## config.mk

```make
export PLATFORM = sky130hd
export DESIGN_NAME = bss_top
export DESIGN_NICKNAME = d
export VERILOG_FILES = /design/src/verilog/bss_pkg.sv /design/src/verilog/bss_top.sv
export VERILOG_INCLUDE_DIRS = /design/src /design/src/verilog
export SDC_FILE = /design/constraint.sdc
export NUM_CORES = 1
export LEC_CHECK = 0
export BUFFER_PORTS_ARGS = -buffer_cell sky130_fd_sc_hd__clkbuf_2
export CAP_MARGIN = 20
export CORE_MARGIN = 2
export CORE_UTILIZATION = 40
export DETAILED_ROUTE_END_ITERATION = 8
export GPL_TIMING_DRIVEN = 0
export SLEW_MARGIN = 10
export SYNTH_ARGS = -nofsm -noshare
export SYNTH_HDL_FRONTEND = slang
export SYNTH_SLANG_ARGS = --single-unit
```

## constraint.sdc

```tcl
create_clock -name sys_clk -period 10.37 [get_ports sys_clk]
set_input_delay 2.074 -clock sys_clk [delete_from_list [all_inputs] [get_ports sys_clk]]
set_output_delay 2.074 -clock sys_clk [all_outputs]
set_load 0.03 [all_outputs]
```

## src/verilog/bss_consts.svh

```systemverilog
// Offsets, field positions, reset values and scale constants of the buck set-point block.
`ifndef BSS_CONSTS_SVH
`define BSS_CONSTS_SVH
`define BSS_ADDR_W          8
`define BSS_DATA_W          8
`define BSS_OFS_NORMAL      8'h00
`define BSS_OFS_STANDBY     8'h01
`define BSS_OFS_SLEEP       8'h02
`define BSS_OFS_STATUS      8'h03
`define BSS_CODE_W          7
`define BSS_FIELD_W         6
`define BSS_RANGE_POS       6
`define BSS_RST_FIELD       6'h00
`define BSS_LOW_BASE_MV     16'd400
`define BSS_LOW_STEP_MV     16'd25
`define BSS_HIGH_BASE_MV    16'd800
`define BSS_HIGH_STEP_MV    16'd50
`define BSS_MIN_OK_MV       16'd600
`endif

```

## src/verilog/bss_pkg.sv

```systemverilog
// Types shared by the buck set-point block.
package bss_pkg;
  typedef enum logic [2:0] {
    BSS_MODE_NORMAL  = 3'b001,
    BSS_MODE_STANDBY = 3'b010,
    BSS_MODE_SLEEP   = 3'b100
  } bss_mode_e;

  typedef struct packed {
    logic       range_sel;
    logic [5:0] field;
  } bss_code_s;

  typedef logic [15:0] bss_mv_t;
endpackage : bss_pkg

```

## src/verilog/bss_top.sv

```systemverilog
// Set-point selection logic of the second buck regulator.
//
// Summary of operation
// The range-select bit of the normal code is read-only to software.
// Range bit loads from default configuration; only the one-time store alters it.
// Range 0: 0.400 V plus 25 mV per count, up to 1.975 V.
// Range 1: 0.800 V plus 50 mV per count, up to 3.950 V.
// Three separate six-bit fields; the current mode's field is applied.
// Standby and sleep codes carry a copy of the normal range bit.
// Software should use the high range only for 2.000 V to 3.300 V.
// Software must not program outputs of 0.6 V or below.
// Writes to any range bit are ignored; reads return its value.
`timescale 1ns/1ps
`include "bss_consts.svh"

module bss_top (
  // Clock and reset
  input  wire logic                    sys_clk,
  input  wire logic                    srst,
  // Register port
  input  wire logic [`BSS_ADDR_W-1:0]  reg_addr,
  input  wire logic [`BSS_DATA_W-1:0]  reg_wdata,
  input  wire logic                    reg_wr,
  input  wire logic                    reg_rd,
  output logic      [`BSS_DATA_W-1:0]  reg_rdata,
  // Configuration
  input  wire logic                    cfg_default_range,
  input  wire logic                    otp_range_load,
  input  wire logic                    otp_range_value,
  // Operating mode
  input  wire bss_pkg::bss_mode_e      op_mode,
  // Converter set point
  output bss_pkg::bss_code_s           active_code,
  output bss_pkg::bss_mv_t             target_mv,
  output logic                         target_unsupported
);

  // ----------------------------------------------------------------
  // Range-select bit
  // ----------------------------------------------------------------
  // The default level is taken on the clocked reset, so the strap is never
  // sampled asynchronously. Only the one-time store can change it later.
  logic range_sel_ff;

  always_ff @(posedge sys_clk) begin
    if (srst) begin
      range_sel_ff <= cfg_default_range;
    end else if (otp_range_load) begin
      range_sel_ff <= otp_range_value;
    end
  end

  // ----------------------------------------------------------------
  // Set-point fields
  // ----------------------------------------------------------------
  logic [`BSS_FIELD_W-1:0] field_ff [3];
  logic [`BSS_ADDR_W-1:0]  ofs_list [3];

  assign ofs_list[0] = `BSS_OFS_NORMAL;
  assign ofs_list[1] = `BSS_OFS_STANDBY;
  assign ofs_list[2] = `BSS_OFS_SLEEP;

  for (genvar i = 0; i < 3; i++) begin : g_field
    // Only the low six bits are stored; bit 6 of the write is dropped.
    always_ff @(posedge sys_clk) begin
      if (srst) begin
        field_ff[i] <= `BSS_RST_FIELD;
      end else if (reg_wr && reg_addr == ofs_list[i]) begin
        field_ff[i] <= reg_wdata[`BSS_FIELD_W-1:0];
      end
    end
  end

  // ----------------------------------------------------------------
  // Read port
  // ----------------------------------------------------------------
  logic [`BSS_DATA_W-1:0] nxt_rdata;

  always_comb begin
    nxt_rdata = '0;
    unique case (reg_addr)
      `BSS_OFS_NORMAL:  nxt_rdata = {1'b0, range_sel_ff, field_ff[0]};
      `BSS_OFS_STANDBY: nxt_rdata = {1'b0, range_sel_ff, field_ff[1]};
      `BSS_OFS_SLEEP:   nxt_rdata = {1'b0, range_sel_ff, field_ff[2]};
      `BSS_OFS_STATUS:  nxt_rdata = {5'h00, target_unsupported, range_sel_ff, 1'b0};
      default:          nxt_rdata = '0;
    endcase
  end

  // Read data stands only in the cycle after the strobe.
  always_ff @(posedge sys_clk) begin
    if (srst) begin
      reg_rdata <= '0;
    end else begin
      reg_rdata <= reg_rd ? nxt_rdata : '0;
    end
  end

  // ----------------------------------------------------------------
  // Mode selection and voltage mapping
  // ----------------------------------------------------------------
  logic [`BSS_FIELD_W-1:0] sel_field;
  bss_pkg::bss_mv_t        nxt_mv;

  always_comb begin
    unique case (op_mode)
      bss_pkg::BSS_MODE_NORMAL:  sel_field = field_ff[0];
      bss_pkg::BSS_MODE_STANDBY: sel_field = field_ff[1];
      bss_pkg::BSS_MODE_SLEEP:   sel_field = field_ff[2];
      default:                   sel_field = field_ff[0];
    endcase
  end

  always_comb begin
    if (range_sel_ff) begin
      nxt_mv = `BSS_HIGH_BASE_MV + 16'(sel_field) * `BSS_HIGH_STEP_MV;
    end else begin
      nxt_mv = `BSS_LOW_BASE_MV + 16'(sel_field) * `BSS_LOW_STEP_MV;
    end
  end

  // The unsupported flag only reports; the converter is not blocked, since
  // keeping to the supported span is left to software.
  always_ff @(posedge sys_clk) begin
    if (srst) begin
      active_code        <= '0;
      target_mv          <= '0;
      target_unsupported <= 1'b0;
    end else begin
      active_code        <= '{range_sel: range_sel_ff, field: sel_field};
      target_mv          <= nxt_mv;
      target_unsupported <= (nxt_mv <= `BSS_MIN_OK_MV);
    end
  end

endmodule : bss_top

```

Word-level counts from Yosys, hierarchy flattened
Memory sizes are Yosys's and may differ from the RTL's.
Cells that the tools add are included.

word-level totals
  memories = 1
  bits in registers = 33
  output and inout port bits = 32
  bits in writable memories = 18

operators by class
  bitwise logic cells = 4
  $add $sub $neg = 2
  multiplexer cells = 19
  eq/ne operators = 5
  magnitude comparators = 1
  multipliers = 2
  reductions and logical operators = 6

memories
  name      depth  bits a word  rd ports  clocked after memory_dff  write ports  line           text
  field_ff  3      6            3         0                         3            bss_top.sv:56  logic [`BSS_FIELD_W-1:0] field_ff [3];

operators by type and width
  kind                                                                                 count
  7-bit one-hot mux with 4 select lines                                                1
  6-bit by 5-bit multiplier with 11-bit output (second input constant)                 2
  6-bit two-way mux                                                                    3
  8-bit by 2-bit == test with 1-bit output (second input constant)                     2
  16-bit by 10-bit less-or-equal comparator with 1-bit output (second input constant)  1
  10-bit by 12-bit adder with 13-bit output (first input constant)                     1
  1-bit two-way mux                                                                    13
  13-bit two-way mux                                                                   1
  9-bit by 11-bit adder with 12-bit output (first input constant)                      1
  6-bit one-hot mux with 2 select lines                                                1
  8-bit by 1-bit == test with 1-bit output (second input constant)                     1
  8-bit logical NOT                                                                    1
  3-bit by 2-bit == test with 1-bit output (second input constant)                     1
  3-bit == test (second input constant)                                                1
  1-bit logical AND                                                                    3
  1-bit bitwise OR                                                                     3
  2-bit nonzero test                                                                   1
  2-bit OR reduction                                                                   1
  1-bit NOT                                                                            1

Logic depth before layout (Yosys ltp)
Gate-level depths: netlist of the first run.

  depth in word-level cells = 6
  gate-level depth with buffers = 18
  gate-level depth less buffers = 17

Worst setup path before layout of the first run
Ideal clock, no wire load.

  path type = input to register
  start point = in op_mode[0]
  end point = reg target_unsupported
  arrival = 5.623 ns
  required time = 10.279 ns
  path slack = 4.656 ns
  stages = 17
  buffers on the path = 1
  library setup time = 0.091 ns
  cell sequence = clkbuf_1 nor2_1 nand2_1 o221ai_1 inv_1 ha_1 ha_1 ha_1 inv_1 fa_1 nand2b_1 a21oi_1 xor2_1 or3_4 xor2_1 a21oi_1 nor4bb_1

on the way
  longest elaborated chain between the ends = 6
  elaborated cells on any way between the ends = 9

RTL lines
  item                                                                                                                    line            text
  start, declared                                                                                                         bss_top.sv:31   input wire bss_pkg::bss_mode_e op_mode,
  3-bit == test / 3-bit by 2-bit == test with 1-bit output (equally long branches)                                        bss_top.sv:106  unique case (op_mode)
  6-bit one-hot mux with 2 select lines (*)                                                                               bss_top.sv:106
  via sel_field[2]                                                                                                        bss_top.sv:102  logic [`BSS_FIELD_W-1:0] sel_field;
  6-bit by 5-bit multiplier with 11-bit output (no line)                                                                  --
  10-bit by 12-bit adder with 13-bit output (no line) / 9-bit by 11-bit adder with 12-bit output (equally long branches)  --
  13-bit two-way mux (*)                                                                                                  bss_top.sv:115  if (range_sel_ff) begin
  16-bit by 10-bit less-or-equal comparator with 1-bit output (no line) (*)                                               --
  end signal, assigned                                                                                                    bss_top.sv:132  target_unsupported <= (nxt_mv <= `BSS_MIN_OK_MV);
  end, declared                                                                                                           bss_top.sv:35   output logic target_unsupported

Mark *: on every way through the listed nets, which the timed path passes. The rest lies on a longest branch.
A chain may end at the register's enable or synchronous reset.

Worst setup path after layout of the first run
Ends and elaborated chain as after synthesis.

==> results of run 1 <==
==> critical path, delay by kind of cell <==
kind | cells | cell delay, ns
adders and majority gates | 4 | 1.29
and+or+nand+nor | 4 | 1.17
AOI/OAI and AO/OA | 5 | 1.26
buffers and inverters | 3 | 0.54
==> power by group through the flow <==
stage	logic, mW	registers [mW]	clock network [mW]
2_1_floorplan	0.250	0.263	0
3_3_place_gp	0.361	0.228	0
3_5_place_dp	0.366	0.228	0
4_1_cts	0.369	0.224	0.138
5_1_grt	0.417	0.226	0.144
6_report	0.367	0.224	0.136
==> stage by stage <==
| step | worst slack (ns) | util [%] |
|---|---|---|
| after CTS | 4.21 | 48.7 |
| after global routing | 3.92 | 48.7 |
| after floorplan | 4.66 | - |
| after detailed placement | 3.89 | 47.1 |
| after global placement | 3.89 | 47.1 |
| final | 4.22 | 48.7 |
==> metal layers <==
metal  global-route usage (%)  vias to the layer above  routed length, um
met2                     26.3                       54               2920
li1                         -                     1215                  -
met5                        0                        -                  0
met1                     23.4                     1079               3310
met3                     3.70                       10                259
met4                     5.43                        0                119
==> cell usage in the layout (no fill, tap or decap), types with 5 or more instances in the layout <==
| cell | Yosys | layout |
|---|---|---|
| edfxtp_1 | 19 | 19 |
| xor2_1 | 8 | 8 |
| o21ai_0 | 11 | 11 |
| mux2i_1 | 8 | 8 |
| clkbuf_8 | 0 | 5 |
| and2_1 | 20 | 20 |
| xnor2_1 | 5 | 5 |
| clkbuf_2 | 0 | 49 |
| a21oi_1 | 14 | 14 |
| inv_1 | 21 | 21 |
| nor3_1 | 9 | 9 |
| nor2b_1 | 9 | 9 |
| a211oi_1 | 5 | 5 |
| nor2_1 | 40 | 40 |
| ha_1 | 42 | 42 |
| nand2_1 | 7 | 7 |
| dfxtp_1 | 28 | 28 |
| clkbuf_1 | 10 | 10 |
==> cell usage after synthesis, types with 2 or more instances <==
cell	count
a211oi_1	5
buf_4	4
o221ai_1	3
nor3_1	9
xnor2_1	5
o21ai_0	11
nand2b_1	3
a21oi_1	14
ha_1	42
xor2_1	8
nand3b_1	2
nand3_1	4
nor3b_1	2
nand2_1	7
and2_1	20
nor2b_1	9
fa_1	3
dfxtp_1	28
o221ai_2	3
nor2_1	40
or3_1	2
inv_1	21
edfxtp_1	19
a21o_1	4
mux4_2	2
mux2i_1	8
a31oi_1	3
clkbuf_1	10
==> worst paths after layout <==
kind | start | to | cells past startpoint
min reg2reg | field_ff[1][4]$_SDFFCE_PN0P_ | reg_rdata[4]$_SDFF_PP0_ | 2
max reg2reg | field_ff[0][4]$_SDFFCE_PN0P_ | target_unsupported$_SDFF_PP0_ | 13
min | field_ff[1][4]$_SDFFCE_PN0P_ | reg_rdata[4]$_SDFF_PP0_ | 2
max | op_mode[0] | target_unsupported$_SDFF_PP0_ | 16
==> cell families after synthesis <==
family	count (synthesis)
simple gates	106
compound gates	54
flops	47
fa+ha+maj	45
buf+inv	35
xor+xnor	13
mux	11
other cells	1
==> sequential cells by signal (all words and copies together) (netlist names) <==
| register | flops |
|---|---|
| target_mv | 13 |
| active_code | 7 |
| target_unsupported | 1 |
| range_sel_ff | 1 |
| field_ff | 18 |
| reg_rdata | 7 |
==> final cells by class <==
| class | instances | area (um^2) |
|---|---|---|
| Fill cell | 682 | 3760 |
| Multi-Input combinational cell | 233 | 1810 |
| Sequential cell | 47 | 1130 |
| Timing Repair Buffer | 49 | 245 |
| Tap cell | 99 | 124 |
| Inverter | 21 | 78.8 |
| Clock buffer | 5 | 68.8 |
| Buffer | 14 | 67.6 |
| Clock inverter | 3 | 46.3 |
==> qor.yml, run 1 <==
die_area_mm2: 0.00840
synthTopCellsByArea: "edfxtp_1, dfxtp_1, ha_1"
grt_pass1_vias: 2384
clock_skew_ns: 0.0154
gr-usage-all-layers_pct: 16.9
synth_top_cell_by_area: "edfxtp_1"
cts.reportedPaths.clkPinSlew_ns: 0.09
dp_hpwl_um: 5460
ys.flop_type: "dfxtp_1"
arrival_ns: 6.35
ctsResizeCount: 0
switching_share_pct: 39.9
numCtsBuffers: 5
fin_setup_tns_ns: 0
drc: 0
crit_top_cell: "ha_1"
rows: 31
maxCapViolCount: 0
muxShareOfSynthArea_pct: 4.44
clkSinkCount: 47
internal_power_uw: 437
yosys.cell_types.count: 49
placed_cell_area_mm2: 0.00345
p_leak_nw: 1.63
crit_chain: "clkbuf_1 > nor2_1 > nand2_1 > o221ai_1 > inv_1 > ha_1 > inv_1 > ha_1 > ha_1 > ha_1 > or4b_4 > o2111ai_4 > o31ai_2 > o31ai_1 > a21oi_1 > nor4bb_1"
ys_warn_count: 0
area_growth_pct: 16.1
async_reset_ff_share_pct: 0
start_util_pct: 41.9
first_pass_iters: 4
fin_crit_ns: 6.15
synth-xor-area-share_pct: 3.71
rrSetupSlack_ns: 6.05
antenna_found_initial: 0
die_w_um: 91.6
yosys.area_share.simple_pct: 18.1
cts_tree: "yes"
num_vias: 2358
io_buffers: 49
ir_worst_vdd_mv: 0.0969
wl_um: 6610
viasPerCell: 5.01
post-cts-setup-buffer-count: 0
grt_setup_unrepaired: "false"
synth_top_family_by_area: "adder cells"
core_mm2: 0.00733
htree_levels: 2
slew_violations: 0
routedWlPerCell_um: 14.0
total_power_uw: 727
holdWs_ns: 0.585
crit_path_max_fanout: 8
slew_headroom_pct: 49.8
synth_compound_area_share_pct: 13.0
layout.cells.non_filler: 471
ant_nets: 0
synth_top_area_share_pct: 18.6
status: "complete, no violations"
netlist_instances: 312
die_h_um: 91.6
power.share.combinational_pct: 50.5
fin_crit_sh_pct: 59.3
drt_iter0_drc: 124
worst_skew_pair.late_latency_ns: 0.31
slowest_delay_ns: 0.67
critPathCaptureType: "flip-flop"
synthAdderAreaFrac_pct: 19.1
pwr-share-clk_pct: 18.7
fmax_mhz: 163
antennaDiodeCount: 0
grt_max_degree: 17
setup_viol: 0
hold_violations: 0
seqPwrFrac_pct: 30.8
design_area_mm2: 0.00357
fin_nets: 442
clockRootBuffer: "clkbuf_8"
power.density_mw_per_mm2: 204
seq_area_frac_synth_pct: 36.8
path_class: "input pin to flip-flop"
netlist_area_mm2: 0.00307
synth-edff-count: 19
clock_path_buffers: 2
tightest_slew_ns: 0.753
grt_first_pass_wirelength_um: 11200
min_path_type: "flip-flop to flip-flop"
holdBufCountCts: 0
io_pins: 58
dp_cells: 463
critical-path-slowest-cell: "o221ai_1"
worst-endpoint-required_ns: 10.57
cp-start-kind: "input pin"
ys_seq_elements: 47
gp_congestion: 0.915
avgSynthCellArea_um2: 9.85
grt-ovfl-total: 0
drive_above_1_share_pct: 20.2
p_sw_uw: 290
(Power assumes the default switching activity.)
==> inputs of run 2 (changes only) <==
Clock period 10.37 ns to 4.96 ns, I/O delays scaled along.
==> run 2 against run 1 <==
Effect of this change: core utilization increased by 1.3 points; total power grew 110%; clock skew is essentially flat.
==> qor.yml, run 2 (synthesis results as in run 1) <==
status: "complete, no violations"
layout_setup_ws_ns: 0.250  # -3.97 ns
slowest_delay_ns: 0.58  # -0.09 ns
rows: 31  # unchanged
critPathCaptureType: "flip-flop"
grt_max_degree: 17  # unchanged
internal_power_uw: 919  # +110%
ir_worst_vdd_mv: 0.204  # +110%
routedWlPerCell_um: 14.0  # +0.15%
fin_crit_sh_pct: 95.0
power.share.combinational_pct: 50.8  # +0.3 points
worst_skew_pair.late_latency_ns: 0.31  # about the same
viasPerCell: 5.07  # +1.3%
ant_nets: 0  # unchanged
worst-endpoint-required_ns: 5.16  # -5.41 ns
reg2regPathDepth: 15  # +2
switching_share_pct: 40.0  # about the same
area_growth_pct: 19.3
setup_viol: 0  # unchanged
reg_top3: "field_ff: 18 flops, target_mv: 13 flops"
crit_top_cell: "ha_1"
min_path_type: "flip-flop to flip-flop"
antenna_found_initial: 0  # unchanged
layout_commonest_cell: "clkbuf_2"
antennaDiodeCount: 0  # unchanged
dp_hpwl_um: 5460  # unchanged
p_sw_uw: 612  # +110%
grt-ovfl-total: 0  # unchanged
drive_above_1_share_pct: 22.7  # +2.6 points
layout_common_cells: "clkbuf_2, ha_1, nor2_1, dfxtp_1"
slew_headroom_pct: 58.4  # +8.5 points
cts_tree: "yes"
holdBufCountCts: 0  # unchanged
crit_chain: "clkbuf_2 > clkbuf_2 > nor2b_1 > o21ai_0 > o221ai_4 > inv_1 > ha_1 > inv_1 > ha_1 > ha_1 > ha_1 > or4b_4 > o2111ai_4 > o31ai_2 > o31ai_1 > a21oi_1 > nor4bb_1"
postLayoutCoreUtil_pct: 50.0  # +1.3 points
critical-path-slowest-cell: "or4b_4"
layout.cells.non_filler: 473  # +0.42%
fin_setup_tns_ns: 0  # unchanged
hold_violations: 0  # unchanged
clock_path_buffers: 2  # unchanged
hold_depth: 2  # unchanged
power.density_mw_per_mm2: 418  # +110%
crit_path_max_fanout: 10  # +2
grt_first_pass_wirelength_um: 11200  # +0.13%
path_class: "input pin to flip-flop"
pre_cts_ws_ns: -0.436  # -4.33 ns
dp_cells: 463  # unchanged
io_buffers: 49  # unchanged
io_pins: 58  # unchanged
gp_congestion: 0.915  # unchanged
die_w_um: 91.6  # unchanged
design_area_mm2: 0.00366  # +2.7%
cp_num_buf_inv: 4  # +1
seqPwrFrac_pct: 30.7  # about the same
drc: 0  # unchanged
fin_crit_ns: 4.71
top_register: "field_ff"
cts.reportedPaths.clkPinSlew_ns: 0.09  # about the same
numCtsBuffers: 5  # unchanged
holdWs_ns: 0.590  # +0.00512 ns
largest_reg_flops: 18  # unchanged
wl_um: 6650  # +0.58%
drt_iter0_drc: 107  # -14%
path_delay_family: "adder cells"
clock_skew_ns: 0.0152  # -0.000147 ns
arrival_ns: 4.91  # -1.44 ns
placed_cell_area_mm2: 0.00345  # unchanged
start_util_pct: 41.9  # unchanged
tightest_slew_ns: 0.625  # -0.128 ns
grt_setup_unrepaired: "false"
num_vias: 2398  # +1.7%
cp-start-kind: "input pin"
total_power_mw: 1.53  # +110%
slew_violations: 0  # unchanged
n_fill_cell: 679  # -0.44%
htree_levels: 2  # unchanged
core_mm2: 0.00733  # unchanged
die_area_mm2: 0.00840  # unchanged
first_pass_iters: 4  # unchanged
clockRootBuffer: "clkbuf_8"
p_leak_nw: 1.66  # +1.7%
pwr-share-clk_pct: 18.5  # -0.2 points
gr-usage-all-layers_pct: 16.9  # +0.017 points
worstSetupPathDepth: 17  # +1
clkSinkCount: 47  # unchanged
grt_pass1_vias: 2382  # -0.084%
fin_nets: 444  # +0.45%
maxCapViolCount: 0  # unchanged
fmax_mhz: 212
die_h_um: 91.6  # unchanged
==> run 2: cell count changes in the layout (fill, tap and decap cells not counted), sizes merged <==
cell,change
buf,+2
==> run 2: tightest hold or removal path, delay by kind of cell, from the launching register on <==
| kind | cells | cell delay (ns) |
|---|---|---|
| AO/OA/AOI/OAI | 1 | 0.08 |
| AND/OR/NAND/NOR | 1 | 0.08 |
| flip-flops | 1 | 0.38 |
==> run 2: area by class of cell <==
class / count / area, um^2 / area share, %
plain buffers: 14 / 68.8 / 1.88
clock buffers: 5 / 68.8 / 1.88
clock inverters: 3 / 46.3 / 1.26
inverters: 21 / 78.8 / 2.15
multi-input cells: 233 / 1890 / 51.5
flip-flops and latches: 47 / 1130 / 30.9
well taps: 99 / 124 / 3.38
repair buffers: 51 / 260 / 7.10
==> run 2: final timing paths <==
path	startpoint	endpoint	slack, ns
max	op_mode[2]	target_unsupported$_SDFF_PP0_	0.25
min	field_ff[1][4]$_SDFFCE_PN0P_	reg_rdata[4]$_SDFF_PP0_	0.59
max reg2reg	field_ff[0][4]$_SDFFCE_PN0P_	target_unsupported$_SDFF_PP0_	0.91
min reg2reg	field_ff[1][4]$_SDFFCE_PN0P_	reg_rdata[4]$_SDFF_PP0_	0.59
==> run 2: power groups by stage <==
stage               clock (mW)  sequential (mW)  combinational [mW]
floorplan                    0            0.550               0.523
global route             0.302            0.474               0.883
finish                   0.284            0.470               0.778
detailed placement           0            0.477               0.766
global placement             0            0.476               0.755
CTS                      0.288            0.469               0.771
==> run 2: layer usage <==
| layer | global-route usage (%) | routed length (um) | vias to the layer above |
|---|---|---|---|
| li1 | - | - | 1221 |
| met1 | 23.4 | 3270 | 1101 |
| met2 | 26.3 | 2960 | 64 |
| met3 | 3.70 | 293 | 12 |
| met4 | 5.43 | 125 | 0 |
| met5 | 0 | 0 | - |
==> run 2: what timing repair did <==
item,in CTS,in global routing
endpoints found under the hold margin,0,0
buffers inserted,0,2
resized for setup,1,16
pin swaps,0,2
endpoints found under the setup margin,1,3
